==> config.mk <==
export PLATFORM = sky130hd
export DESIGN_NAME = cpu_system_control_regs
export DESIGN_NICKNAME = d
export VERILOG_FILES = /design/src/sysctl_pkg.sv /design/src/stack_pointer_bank.sv /design/src/cpu_system_control_regs.sv
export SDC_FILE = /design/constraint.sdc
export NUM_CORES = 1
export LEC_CHECK = 0
export ABC_CLOCK_PERIOD_IN_PS = 3150
export BUFFER_PORTS_ARGS = -buffer_cell sky130_fd_sc_hd__buf_2
export CORE_AREA = 2 2 63 65
export DETAILED_ROUTE_END_ITERATION = 12
export DIE_AREA = 0 0 65 67
export GPL_TIMING_DRIVEN = 0
export PLACE_DENSITY = 0.81
export RECOVER_POWER = 100
export SETUP_SLACK_MARGIN = 0.2
export SKIP_LAST_GASP = 1
export SLEW_MARGIN = 20
export SYNTH_ARGS = -nofsm -noshare
export SYNTH_HDL_FRONTEND = slang
export SYNTH_HIERARCHICAL = 1
export SYNTH_SLANG_ARGS = --single-unit
export TNS_END_PERCENT = 30
==> constraint.sdc <==
create_clock -name clock -period 3.15 [get_ports clock]
set_input_delay 0.1575 -clock clock [delete_from_list [all_inputs] [get_ports clock]]
set_output_delay 0.1575 -clock clock [all_outputs]
set_load 0.02 [all_outputs]
==> src/sysctl_pkg.sv <==
// Constants, field layouts and carrier types for the CPU system control registers
package sysctl_pkg;

	// ==========================================
	// Register addresses (register addressing)
	localparam logic [7:0] ADDR_STACK_POINTER_HIGH_BYTE = 8'hd8;
	localparam logic [7:0] ADDR_STACK_POINTER_LOW_BYTE = 8'hd9;
	localparam logic [7:0] ADDR_SYSTEM_MODE = 8'hde;
	localparam logic [7:0] ADDR_STOP_GUARD = 8'hf5;

	// ==========================================
	// Field positions and values
	localparam int MODE_GLOBAL_BIT = 0;
	localparam int MODE_FAST_EN_BIT = 1;
	localparam int MODE_LEVEL_LSB = 2;
	localparam int MODE_LEVEL_MSB = 4;
	localparam logic [7:0] STOP_GUARD_PATTERN = 8'ha5;

	// ==========================================
	// Reset values
	localparam logic [7:0] STOP_GUARD_RESET = 8'h00;
	localparam logic [2:0] FAST_LEVEL_RESET = 3'h0;
	localparam logic FAST_ENABLE_RESET = 1'b0;
	localparam logic GLOBAL_ENABLE_RESET = 1'b0;
	localparam logic [7:0] READ_DATA_RESET = 8'h00;

	// ==========================================
	// Carriers
	typedef struct packed {
		logic [7:0] addr;
		logic [7:0] wdata;
		logic write;
		logic read;
		logic register_mode;
	} reg_req_t;

	typedef struct packed {
		logic [7:0] stop_guard;
		logic [2:0] fast_level;
		logic fast_enable;
		logic global_enable;
		logic [7:0] rdata;
		logic hit;
		logic stop_enter;
		logic stop_reset;
	} ctrl_state_t;

	typedef struct packed {
		logic [7:0] high;
		logic [7:0] low;
	} ptr_bytes_t;

endpackage

==> src/stack_pointer_bank.sv <==
// Two independently written stack pointer bytes, deliberately without reset
`timescale 1ns/100ps
`default_nettype none
module stack_pointer_bank
	import sysctl_pkg::*;
#(
	parameter int DATA_W = 8
) (
	input wire logic clock, // Core clock
	input wire logic clock_enable, // Freezes the bytes while low
	input wire logic write_high, // Load the high byte
	input wire logic write_low, // Load the low byte
	input wire logic [7:0] wdata, // Byte to load
	output logic [15:0] stack_pointer // High and low bytes joined
);

	// ==========================================
	// Elaboration check
	if (DATA_W != 8) begin : g_bad_width
		$error("stack_pointer_bank supports only 8-bit bytes");
	end

	// ==========================================
	// State
	ptr_bytes_t state;
	ptr_bytes_t next_state;

	always_comb begin
		next_state = state;
		if (write_high) begin
			next_state.high = wdata;
		end
		if (write_low) begin
			next_state.low = wdata;
		end
	end

	// No reset here: the pointer is undefined until software loads it
	always_ff @(posedge clock) begin
		if (clock_enable) begin
			state <= next_state;
		end
	end

	assign stack_pointer = {state.high, state.low};

endmodule
`default_nettype wire

==> src/cpu_system_control_regs.sv <==
// CPU system control registers: stack pointer, stop guard and system mode
`timescale 1ns/100ps
`default_nettype none

// Operation
// The high stack pointer byte holds pointer bits 15 to 8.
// The low stack pointer byte holds pointer bits 7 to 0.
// Neither stack pointer byte is set by reset; software loads them before use.
// Stop is allowed only while the stop guard holds exactly 8'ha5.
// A stop issued without the guard pattern is skipped and a reset is raised instead.
// Software keeps bit 7 of the system mode register at zero.
// System mode bits 4 to 2 select the fast interrupt level 0 to 7.
// Fast processing applies to just the one level held in that field.
// System mode bit 1 enables fast processing for the selected level.
// System mode bit 0 is the global interrupt enable.
// After reset software turns interrupts on with the enable instruction.
// These registers are reached only through register addressing.
// Each pointer byte is written on its own and the joined pointer updates at once.
module cpu_system_control_regs
	import sysctl_pkg::*;
(
	input wire logic clock, // Core clock, 25 MHz
	input wire logic rst_n, // Synchronous reset, active low
	input wire logic clock_enable, // Freezes all state while low and rst_n is high
	input wire reg_req_t reg_req, // Register access request
	input wire logic interrupt_enable_instruction, // Enable instruction executed
	input wire logic interrupt_disable_instruction, // Disable instruction executed
	input wire logic stop_instruction, // Stop instruction executed
	output logic [7:0] reg_rdata, // Read data, one cycle after the read
	output logic reg_hit, // Read matched a register
	output logic [15:0] stack_pointer, // Effective stack pointer
	output logic [2:0] fast_irq_level, // Level given fast processing
	output logic fast_irq_enable, // Fast processing on
	output logic global_irq_enable, // All interrupt processing allowed
	output logic stop_enter, // Pulse: enter stop
	output logic stop_reset // Pulse: guard missing, reset the chip
);

	// ==========================================
	// Decode
	function automatic logic selects(input reg_req_t req, input logic [7:0] addr);
		return req.register_mode && req.addr == addr;
	endfunction

	logic wr_ptr_high;
	logic wr_ptr_low;
	logic wr_mode;
	logic wr_guard;
	logic guard_ok;

	assign wr_ptr_high = reg_req.write && selects(reg_req, ADDR_STACK_POINTER_HIGH_BYTE);
	assign wr_ptr_low = reg_req.write && selects(reg_req, ADDR_STACK_POINTER_LOW_BYTE);
	assign wr_mode = reg_req.write && selects(reg_req, ADDR_SYSTEM_MODE);
	assign wr_guard = reg_req.write && selects(reg_req, ADDR_STOP_GUARD);

	// ==========================================
	// Stack pointer bytes
	stack_pointer_bank #(
		.DATA_W(8)
	) u_stack (
		.clock(clock),
		.clock_enable(clock_enable),
		.write_high(wr_ptr_high),
		.write_low(wr_ptr_low),
		.wdata(reg_req.wdata),
		.stack_pointer(stack_pointer)
	);

	// ==========================================
	// Control state
	ctrl_state_t state;
	ctrl_state_t next_state;

	assign guard_ok = state.stop_guard == STOP_GUARD_PATTERN;

	always_comb begin
		next_state = state;
		next_state.stop_enter = 1'b0;
		next_state.stop_reset = 1'b0;
		next_state.hit = 1'b0;
		next_state.rdata = READ_DATA_RESET;
		if (wr_guard) begin
			next_state.stop_guard = reg_req.wdata;
		end
		// Bit 7 is not stored, so a stray one from software has no effect
		if (wr_mode) begin
			next_state.fast_level = reg_req.wdata[MODE_LEVEL_MSB:MODE_LEVEL_LSB];
			next_state.fast_enable = reg_req.wdata[MODE_FAST_EN_BIT];
			next_state.global_enable = reg_req.wdata[MODE_GLOBAL_BIT];
		end
		// Instructions act after a same-cycle write, so they win
		if (interrupt_disable_instruction) begin
			next_state.global_enable = 1'b0;
		end
		if (interrupt_enable_instruction) begin
			next_state.global_enable = 1'b1;
		end
		if (stop_instruction) begin
			next_state.stop_enter = guard_ok;
			next_state.stop_reset = !guard_ok;
		end
		if (reg_req.read && reg_req.register_mode) begin
			next_state.hit = 1'b1;
			case (reg_req.addr)
				ADDR_STACK_POINTER_HIGH_BYTE: begin
					next_state.rdata = stack_pointer[15:8];
				end
				ADDR_STACK_POINTER_LOW_BYTE: begin
					next_state.rdata = stack_pointer[7:0];
				end
				ADDR_SYSTEM_MODE: begin
					next_state.rdata = {3'h0, state.fast_level, state.fast_enable,
						state.global_enable};
				end
				ADDR_STOP_GUARD: begin
					next_state.rdata = state.stop_guard;
				end
				default: begin
					next_state.hit = 1'b0;
				end
			endcase
		end
	end

	always_ff @(posedge clock) begin
		if (!rst_n) begin
			state.stop_guard <= STOP_GUARD_RESET;
			state.fast_level <= FAST_LEVEL_RESET;
			state.fast_enable <= FAST_ENABLE_RESET;
			state.global_enable <= GLOBAL_ENABLE_RESET;
			state.rdata <= READ_DATA_RESET;
			state.hit <= 1'b0;
			state.stop_enter <= 1'b0;
			state.stop_reset <= 1'b0;
		end else if (clock_enable) begin
			state <= next_state;
		end
	end

	// ==========================================
	// Outputs
	assign reg_rdata = state.rdata;
	assign reg_hit = state.hit;
	assign fast_irq_level = state.fast_level;
	assign fast_irq_enable = state.fast_enable;
	assign global_irq_enable = state.global_enable;
	assign stop_enter = state.stop_enter;
	assign stop_reset = state.stop_reset;
endmodule
`default_nettype wire

# Yosys cells after proc, flatten, opt, wreduce, memory -nomap -nowiden
# Cells that the tools add are included.
# Widths: inputs -> output; s select.
[op_classes] add_sub_neg=0 n_mul=0 div_mod_pow=0 n_lt_le_gt_ge=0 n_eq_ne=5 n_shift=0 muxes=7 bitwise_logic=0 reduce_logical=17
[op_table] op="$eq 8x8->1 const B" count=5
[op_table] op="$pmux 8 s4" count=1
[op_table] op="$reduce_and 2->1" count=5
[op_table] op="$logic_and 1x1->1" count=9
[op_table] op="$mux 9" count=1
[op_table] op="$mux 1" count=4
[op_table] op="$reduce_or 4->1" count=1
[op_table] op="$reduce_bool 3->1" count=1
[op_table] op="$mux 2" count=1
[op_table] op="$logic_not 1->1" count=1
[totals] reg_bits=40 latch_bits=0 ramBits=0 mem_bits_ro=0 inputBits=25 elab_cells=39 memories=0

# Logic depth before layout (Yosys ltp)
# Gate-level depths: netlist of run 1.
[logic_depth] depth_word=6 ltp_mapped=6

# By module
# Netlist of run 1, hierarchy kept.
[modules_own_cells] module="cpu_system_control_regs" instances=1 cells_each=159 area_per_inst_um2=1442.6
[modules_own_cells] module="stack_pointer_bank" instances=1 cells_each=18 area_per_inst_um2=493.0

# Worst setup path after synthesis of run 1
# OpenSTA, ideal clock, no wires.
[synth_path] kind="input port to flip-flop" startpoint="input port reg_req[13] (netlist name)" endpoint="register u_stack.state, in the netlist u_stack/stack_pointer[10] (enable)" setup_time_ns=0.332 arrival_ns=1.087 path_slack_ns=1.732 stages=4 path_cell_list="nor3b_2 nand3_1 nor4_1 and2_1"
[synth_via] elab_chain_len=4
[synth_lines] element="from (decl)" line_no="cpu_system_control_regs.sv:25" source="input wire reg_req_t reg_req,"
[synth_lines] element="$eq 8x8->1" line_no="cpu_system_control_regs.sv:42" source="return req.register_mode && req.addr == addr;"
[synth_lines] element="$logic_and 1x1->1" line_no="cpu_system_control_regs.sv:42"
[synth_lines] element="$logic_and 1x1->1" line_no="cpu_system_control_regs.sv:51" source="assign wr_ptr_high = reg_req.write && selects(reg_req, ADDR_STACK_POINTER_HIGH_BYTE);"
[synth_lines] element="named net wr_ptr_high" line_no="cpu_system_control_regs.sv:45" source="logic wr_ptr_high;"
[synth_lines] element="$reduce_and 2->1 (no line)"
[synth_lines] element="to (signal assigned)" line_no="stack_pointer_bank.sv:41" source="state <= next_state;"
[synth_lines] element="to (decl)" line_no="stack_pointer_bank.sv:25" source="ptr_bytes_t state;"
# The timed path passes the listed nets, and every way through them passes these cells.
# A chain may end at the register's enable or synchronous reset.

# Worst setup path after layout of run 1
[layout_path] startpoint="input port reg_req[13] (netlist name)" endpoint="register u_stack.state, in the netlist u_stack/stack_pointer[15] (enable)"
# Same word-level chain as after synthesis.

==> results of run 1 <==
[how the worst max path moves through the flow]
stage | start | endpoint | slack (ns) | cells past startpoint
after CTS | state[18] | stop_reset | 1.52 | 4
after global routing | reg_req[13] | u_stack/stack_pointer[13] | 0.87 | 5
after global placement | reg_req[13] | u_stack/stack_pointer[12] | 1.29 | 5
final | reg_req[13] | u_stack/stack_pointer[15] | 1.09 | 5
after floorplan | reg_req[13] | u_stack/stack_pointer[10] | 1.73 | 4
after detailed placement | reg_req[13] | u_stack/stack_pointer[11] | 1.27 | 5
[cell usage after synthesis, types with 4 or more instances]
master    instances  share of area
clkbuf_1          4         0.0078
o221a_2           4          0.023
nand2_1           6          0.012
nand3_1           4          0.010
nor2_1           10          0.019
buf_4            11          0.043
edfxtp_1         16           0.25
a22oi_1          11          0.043
nor2b_1          18          0.058
dfxtp_1          24           0.25
nand2b_1          4          0.013
mux2i_1          14          0.072
inv_1             4         0.0078
o21bai_1          5          0.019
[registers in the layout, indices dropped and copies added (netlist names)]
register	cells
fast_irq_enable	1
fast_irq_level	3
global_irq_enable	1
reg_hit	1
reg_rdata	8
state	8
stop_enter	1
stop_reset	1
u_stack/stack_pointer	16
[cell type report]
cell class	count	area [um2]	area share
Clock inverter	3	42.5	0.0185
Inverter	4	15.0	0.00653
Tap cell	48	60.1	0.0261
Multi-Input combinational cell	114	810	0.352
Buffer	19	120	0.0522
Sequential cell	40	961	0.418
Clock buffer	5	68.8	0.0299
Timing Repair Buffer	55	224	0.0973
[kinds of logic after synthesis]
family,after synthesis,share of synthesized area
and+or+nand+nor,64,0.208
DFF,40,0.496
AOI/OAI and AO/OA,36,0.148
buffers and inverters,23,0.0750
muxes,14,0.0724
[power groups by stage]
stage               Sequential [mW]  Clock, mW  Combinational [mW]
global placement              0.552          0              0.0686
CTS                           0.540      0.418              0.0704
global route                  0.540      0.445              0.0731
detailed placement            0.552          0              0.0698
finish                        0.540      0.415              0.0659
floorplan                     0.554          0              0.0314
[layer usage]
metal  vias up  wire length (um)  track usage
met5         -                 0            0
met4         0                29       0.0559
met3         4               265       0.0507
met2        58              2120        0.357
met1       730              1990        0.304
li1        766                 -            -
[critical path, delay by kind of cell]
kind | cells | cell delay [ns]
buffers and inverters | 1 | 0.14
and+or+nand+nor | 4 | 1.69
==> flow_summary.toml, run 1 <==
[status]
outcome = "finished, final reports clean"

[global_route]
track_usage = 0.223
grt_pass1_vias = 1441
grt_pass1_wl_um = 7230
grt_max_degree = 14
grt_antenna_before_repair = 0
overflow = 0

[synthesis]
synth_flop_cell = "dfxtp_1"
yosysSeqAreaShare = 0.496
syn_nets = 202
synth.distinct_cells = 40
synth-seq-cells = 40
ys_warn_count = 6
syn_inst = 177
avgSynthCellArea_um2 = 10.9
syn_area_um2 = 1940
synth-edff-count = 16
async_flop_share = 0

[placement]
dp.cells = 280
placed_cell_area_um2 = 2270
port_buffers = 55
gp_congestion = 0.812
dpl_worst_slack_ns = 1.27
place_hpwl_um = 3220

[critical_path]
required_ns = 3.08
max_stage_delay_ns = 0.75
crit_type = "in2reg"
start_kind = "primary input"
cpMaxStageDelayCell = "nor3b_1"
r2r_end = "stop_reset"
crit_path_cell_trace = "clkbuf_1, nor3b_1, nand3_1, nor4_1, and2_0"
cp.arrival_ns = 1.99
r2r_start = "state[18]"
worst-r2r-cell-count = 4
worst-r2r-setup-slack_ns = 1.47
critPathMaxFanout = 8
crit_path_end_kind = "flop"

[power_and_ir_drop]
clkPwrFrac = 0.407
power_density_nw_per_um2 = 444
power_mw = 1.02
p_comb_frac = 0.065
p_seq_frac = 0.529
switchingPower_mw = 0.222
vdd_drop_max_mv = 0.357
switching_share = 0.217
p_leak_nw = 0.872
p_int_mw = 0.799

[timing]
post-route-period-util = 0.654
clock.fmax_ghz = 0.486
hold_violations = 0
rsz0062_at_grt = "no"
worst_slack_ns = 1.09
tightest_slew_ns = 0.866
maxSlewHeadroom = 0.421
skew_ns = 0.00393
setup_viol = 0
drv_slew = 0
tns_ns = 0
period_needed_ns = 2.06
finalHoldWorstSlack_ns = 0.103

[clocking]
insertion_delay_ns = 0.29
post-cts-setup-buffers = 0
h-tree-depth = 2
cts_tree = "yes"
numCtsBuffers = 5
clkSinkCount = 40
cts-root-buf = "clkbuf_8"
cts_hold_buf = 0
cts.clk_slew.worst_paths_ns = 0.07
clockBufferDepth = 2
ctsResizeCount = 0

[finish]
final_cell_mix = "clkbuf_1, dfxtp_1, nor2b_1"
instances_no_fill = 288
fin_util = 0.638
mostFrequentLayoutCell = "clkbuf_1"
finalInstanceArea_um2 = 2300
nNetsFinal = 264
nFillCells = 334
final_layout_size_suffix_gt1_frac = 0.171
num_antenna_cells = 0
area_growth_pct = 18.9

[run]
max-cap-violations = 0

[min_path]
min_delay_worst_endpoint = "u_stack/stack_pointer[6]"
hold_path_class = "in2reg"
hp-start = "reg_req[9]"
hold_depth = 1

[route]
vias_per_cell = 5.41
drt-initial-drc-count = 77
routed_wl_um = 4410
drc = 0
firstDrtPassIters = 4
detail-route-antenna-nets = 0
vias = 1558
wl_per_cell_um = 15.3

[floorplan]
dieArea_um2 = 4360
core_area_um2 = 3610
dieWidth_um = 65
die_h_um = 67
top_level_ports = 57
rows = 22
start_util = 0.537
No activity file was read; power rests on OpenSTA's default activity.
==> inputs of run 2 (changes only) <==
--- a/config.mk
+++ b/config.mk
@@ -5,13 +5,13 @@
 export SDC_FILE = /design/constraint.sdc
 export NUM_CORES = 1
 export LEC_CHECK = 0
-export ABC_CLOCK_PERIOD_IN_PS = 3150
+export ABC_CLOCK_PERIOD_IN_PS = 2050
 export BUFFER_PORTS_ARGS = -buffer_cell sky130_fd_sc_hd__buf_2
-export CORE_AREA = 2 2 63 65
+export CORE_AREA = 2 2 65 67
 export DETAILED_ROUTE_END_ITERATION = 12
-export DIE_AREA = 0 0 65 67
+export DIE_AREA = 0 0 67 69
 export GPL_TIMING_DRIVEN = 0
-export PLACE_DENSITY = 0.81
+export PLACE_DENSITY = 0.77
 export RECOVER_POWER = 100
 export SETUP_SLACK_MARGIN = 0.2
 export SKIP_LAST_GASP = 1
==> constraint.sdc (replaced) <==
create_clock -name clock -period 2.05 [get_ports clock]
set_input_delay 0.1025 -clock clock [delete_from_list [all_inputs] [get_ports clock]]
set_output_delay 0.1025 -clock clock [all_outputs]
set_load 0.02 [all_outputs]
==> run 2 against run 1 <==
Via count grew 0.19%. Critical endpoint is now stop_reset. Register-to-register slack lost 1.2 ns. Die area increased by 6.2%. Clock skew shrank 0.00059 ns.
==> flow_summary.toml, run 2 (synthesis gave the netlist of run 1 again) <==
[status]
outcome = "finished, final reports clean"

[timing]
clock.fmax_ghz = 0.576
skew_ns = 0.00334
period_needed_ns = 1.74
maxSlewHeadroom = 0.582
post-route-period-util = 0.847
worst_slack_ns = 0.314
tns_ns = 0
tightest_slew_ns = 0.626
finalHoldWorstSlack_ns = 0.0409
hold_violations = 0
drv_slew = 0
rsz0062_at_grt = "no"
setup_viol = 0

[finish]
mostFrequentLayoutCell = "clkbuf_1"
nFillCells = 405
instances_no_fill = 290
final_layout_size_suffix_gt1_frac = 0.167
final_cell_mix = "clkbuf_1, dfxtp_1, nor2b_1"
area_growth_pct = 17.8
largest_register_ffs = 16
nNetsFinal = 264
num_antenna_cells = 0

[critical_path]
crit_family = "simple AND/OR/NAND/NOR gates"
cp-startpoint = "state[18]"
crit_end = "stop_reset"
crit_type = "reg2reg"
worst-r2r-cell-count = 4
worst-r2r-setup-slack_ns = 0.31
crit_path_cell_trace = "or4bb_1, nor4_1, o22ai_1, and2_0"
path_buf_inv = 0
max_stage_delay_ns = 0.50
cpMaxStageDelayCell = "or4bb_1"
crit_path_end_kind = "flop"
critPathMaxFanout = 3
cp.arrival_ns = 1.92
r2r_end = "stop_reset"
path_depth = 4
r2r_start = "state[18]"
required_ns = 2.24
start_kind = "flop"

[power_and_ir_drop]
p_leak_nw = 0.858
vdd_drop_max_mv = 0.407
power_density_nw_per_um2 = 628
power_mw = 1.43

[clocking]
cts.clk_slew.worst_paths_ns = 0.07
numCtsBuffers = 5
cts-root-buf = "clkbuf_8"
ctsResizeCount = 0
post-cts-setup-buffers = 0
clkSinkCount = 40
cts_tree = "yes"
h-tree-depth = 2
insertion_delay_ns = 0.29
cts_hold_buf = 0
clockBufferDepth = 2

[floorplan]
dieWidth_um = 67
dieArea_um2 = 4620
start_util = 0.495
rows = 23
die_h_um = 69
top_level_ports = 57
core_area_um2 = 3910

[global_route]
grt_pass1_vias = 1473
overflow = 0
grt_pass1_wl_um = 7160
grt_antenna_before_repair = 0
track_usage = 0.200
grt_max_degree = 13

[min_path]
hold_path_class = "in2reg"
hp-start = "reg_req[8]"

[placement]
port_buffers = 55
gp_congestion = 0.763
dpl_worst_slack_ns = 0.219
place_hpwl_um = 3350
dp.cells = 282

[run]
max-cap-violations = 0

[route]
drt-initial-drc-count = 73
wl_per_cell_um = 15.3
detail-route-antenna-nets = 0
vias = 1561
drc = 0
vias_per_cell = 5.38
firstDrtPassIters = 4
routed_wl_um = 4420
==> run 2: cell count changes in the layout (fill, tap and decap cells not counted), sizes merged <==
cell    previous run  this run
bufinv             1         0
clkbuf            53        54
==> run 2: worst min path at each step <==
stage                                endpoint  slack [ns]  cells after the start
floorplan            u_stack/stack_pointer[0]        0.20                      0
global placement    u_stack/stack_pointer[15]        0.31                      1
detailed placement  u_stack/stack_pointer[13]        0.31                      1
CTS                  u_stack/stack_pointer[5]        0.01                      1
global route        u_stack/stack_pointer[13]        0.05                      1
finish              u_stack/stack_pointer[13]        0.04                      1
==> run 2: stage by stage <==
step / utilization / cell area (um2)
2_1_floorplan: - / 1940
3_3_place_gp: 0.581 / 2270
3_5_place_dp: 0.581 / 2270
4_1_cts: 0.602 / 2360
5_1_grt: 0.583 / 2280
6_report: 0.583 / 2280
==> run 2: routing by layer <==
metal	global-route usage	wire length, um
met1	0.278	1970
met3	0.0457	269
met2	0.312	2140
met4	0.0522	43
met5	0	0
==> run 2: cell type report <==
| cell class | count | area, um2 | area share |
|---|---|---|---|
| buffer | 19 | 120 | 0.0527 |
| clock buffer | 6 | 72.6 | 0.0318 |
| tap | 50 | 62.6 | 0.0274 |
| clock inverter | 2 | 11.3 | 0.00494 |
| multi-input combinational | 114 | 815 | 0.357 |
| timing repair buffer | 55 | 224 | 0.0982 |
| sequential | 40 | 961 | 0.421 |
| inverter | 4 | 15.0 | 0.00658 |
==> run 2: report_power, final <==
part,leakage [nW],internal [mW],switching (mW),total [mW]
Clock,0.0388,0.236,0.265,0.501
Combinational,0.482,0.0404,0.0612,0.102
Sequential,0.337,0.828,0.00192,0.830
Total,0.858,1.10,0.328,1.43
==> inputs of run 3 (changes only) <==
--- a/config.mk
+++ b/config.mk
@@ -5,13 +5,14 @@
 export SDC_FILE = /design/constraint.sdc
 export NUM_CORES = 1
 export LEC_CHECK = 0
-export ABC_CLOCK_PERIOD_IN_PS = 2050
+export ABC_AREA = 1
+export ABC_CLOCK_PERIOD_IN_PS = 1400
 export BUFFER_PORTS_ARGS = -buffer_cell sky130_fd_sc_hd__buf_2
-export CORE_AREA = 2 2 65 67
+export CORE_AREA = 2 2 69 71
 export DETAILED_ROUTE_END_ITERATION = 12
-export DIE_AREA = 0 0 67 69
+export DIE_AREA = 0 0 71 73
 export GPL_TIMING_DRIVEN = 0
-export PLACE_DENSITY = 0.77
+export PLACE_DENSITY = 0.72
 export RECOVER_POWER = 100
 export SETUP_SLACK_MARGIN = 0.2
 export SKIP_LAST_GASP = 1
==> constraint.sdc (replaced) <==
create_clock -name clock -period 1.4 [get_ports clock]
set_input_delay 0.07 -clock clock [delete_from_list [all_inputs] [get_ports clock]]
set_output_delay 0.07 -clock clock [all_outputs]
set_load 0.02 [all_outputs]
==> run 3 against run 2 <==
Clock skew grew 0.0060 ns. Critical endpoint is now u_stack/stack_pointer[12]. Worst hold slack gained 0.021 ns. Via count grew 10%. Routed wire length grew 0.81%. Area after synthesis grew 0.65%. Register-to-register slack lost 0.04 ns. Die area grew 12%. Global-route usage shrank 2.2 points. Largest cell class unchanged. Largest power group unchanged. Final area grew 4.4%.
==> flow_summary.toml, run 3 <==
[finish]
seq_area_um2 = 961
nNetsFinal = 329
multiInputGateArea_um2 = 717
fin_util = 0.525
nFillCells = 462
final_cell_mix = "nand2_1, clkbuf_1, nand3_1"
largest_register_ffs = 16
area_growth_pct = 22.3
num_antenna_cells = 0
finalInstanceArea_um2 = 2380
final_layout_size_suffix_gt1_frac = 0.180
instances_no_fill = 359

[power_and_ir_drop]
p_int_mw = 1.67
vdd_drop_max_mv = 0.427
power_density_nw_per_um2 = 903
p_seq_frac = 0.565
switching_share = 0.225
p_leak_nw = 0.950
p_comb_frac = 0.071
power_mw = 2.15
switchingPower_mw = 0.483
clkPwrFrac = 0.364

[synthesis]
yosysTopAreaCell = "dfxtp_1"
yosysSeqAreaShare = 0.493
syn_nets = 259
synth_top_area_frac = 0.247
synth-edff-count = 16
ys_warn_count = 6
async_flop_share = 0
synth_area_leaders = "dfxtp_1, edfxtp_1, nand3_1"
syn_area_um2 = 1950
synthTopCellsByCount = "nand2_1, nand3_1, inv_1"
avgSynthCellArea_um2 = 8.33
yosysMostFrequentCell = "nand2_1"
synth-seq-cells = 40
syn_inst = 234
synth.distinct_cells = 23
synth_flop_cell = "dfxtp_1"

[critical_path]
crit_type = "in2reg"
max_stage_delay_ns = 0.27
crit_family = "simple AND/OR/NAND/NOR gates"
start_kind = "primary input"
cp.arrival_ns = 1.17
critPathMaxFanout = 9
required_ns = 1.38
crit_path_cell_trace = "buf_2, inv_1, nand2_2, nor2_4, nand2_1, nor3_1, nand2_1, clkinvlp_4"
cpMaxStageDelayCell = "nor2_4"
worst-r2r-setup-slack_ns = 0.27
crit_top_cell = "nand2_1"
path_buf_inv = 3
crit_path_end_kind = "flop"

[clocking]
insertion_delay_ns = 0.29
cts_tree = "yes"
clkSinkCount = 40
numCtsBuffers = 5
h-tree-depth = 2
cts-root-buf = "clkbuf_8"
clockBufferDepth = 2
cts.clk_slew.worst_paths_ns = 0.07

[timing]
rsz0062_at_grt = "yes"
maxSlewHeadroom = 0.647
drv_slew = 0
tightest_slew_ns = 0.527
hold_violations = 0
clock.fmax_ghz = 0.839
finalHoldWorstSlack_ns = 0.0616
skew_ns = 0.00939
period_needed_ns = 1.19
setup_viol = 0
post-route-period-util = 0.852

[placement]
place_hpwl_um = 3350
placed_cell_area_um2 = 2300
dp.cells = 344
port_buffers = 56
gp_congestion = 0.843

[floorplan]
die_h_um = 73
dieWidth_um = 71
start_util = 0.430
dieArea_um2 = 5180
top_level_ports = 57
core_area_um2 = 4540
rows = 25

[global_route]
track_usage = 0.178
grt_antenna_before_repair = 0
grt_max_degree = 13
grt_pass1_vias = 1575
grt_pass1_wl_um = 7070
overflow = 0

[route]
routed_wl_um = 4460
vias_per_cell = 4.79
firstDrtPassIters = 4
drt-initial-drc-count = 56
wl_per_cell_um = 12.4
vias = 1719
detail-route-antenna-nets = 0
drc = 0

[status]
outcome = "finished, final reports clean"

[min_path]
hold_path_class = "in2reg"

[run]
max-cap-violations = 0
run 3: per-layer routing:
layer  vias up  part of all wire  track usage
met2        60              0.50        0.316
met1       757              0.41        0.211
li1        896                 -            -
met3         6             0.072       0.0470
met5         -                 0            0
met4         0             0.017       0.0566
run 3: kinds of logic (layout without fill, tap and decap cells):
| group | Yosys count | after routing | synth area share |
|---|---|---|---|
| compound gates | 39 | 39 | 0.100 |
| buf+inv | 52 | 123 | 0.126 |
| simple gates | 103 | 103 | 0.281 |
| flops | 40 | 40 | 0.493 |
run 3: per-stage QoR:
step,setup TNS (ns),setup slack [ns]
after floorplan,0,0.259
after global placement,-2.17,-0.152
after detailed placement,-2.67,-0.172
after CTS,0,0.230
after global routing,0,0.0787
final,0,0.207
run 3: repair_timing:
| item | in CTS | in global routing |
|---|---|---|
| pin swaps | 0 | 1 |
| hold endpoints to repair | 7 | 2 |
| hold buffers | 4 | 1 |
| gates resized for setup | 2 | 0 |
| setup buffers | 0 | 2 |
| endpoints found under the setup margin | 16 | 17 |
run 3: worst paths after layout:
path | startpoint | depth (start not counted) | endpoint
setup / recovery | reg_req[13] | 8 | u_stack/stack_pointer[12]
hold / removal | reg_req[4] | 1 | u_stack/stack_pointer[9]
setup reg to reg | state[16] | 5 | stop_reset
hold reg to reg | fast_irq_level[1] | 2 | fast_irq_level[1]
run 3: area by class of cell:
class,instances,share of cell area
timing repair buffer,63,0.123
buffer,17,0.0478
clock buffer,7,0.0362
inverter,35,0.0572
tap,54,0.0284
sequential,40,0.403
multi-input combinational,142,0.301
clock inverter,1,0.00315
run 3: power groups by stage:
stage                     clock network (mW)  logic (mW)  registers, mW
after floorplan                            0      0.0720           1.25
after global placement                     0       0.144           1.24
after detailed placement                   0       0.148           1.24
after CTS                              0.800       0.157           1.22
after global routing                   0.855       0.170           1.22
final                                  0.783       0.153           1.22
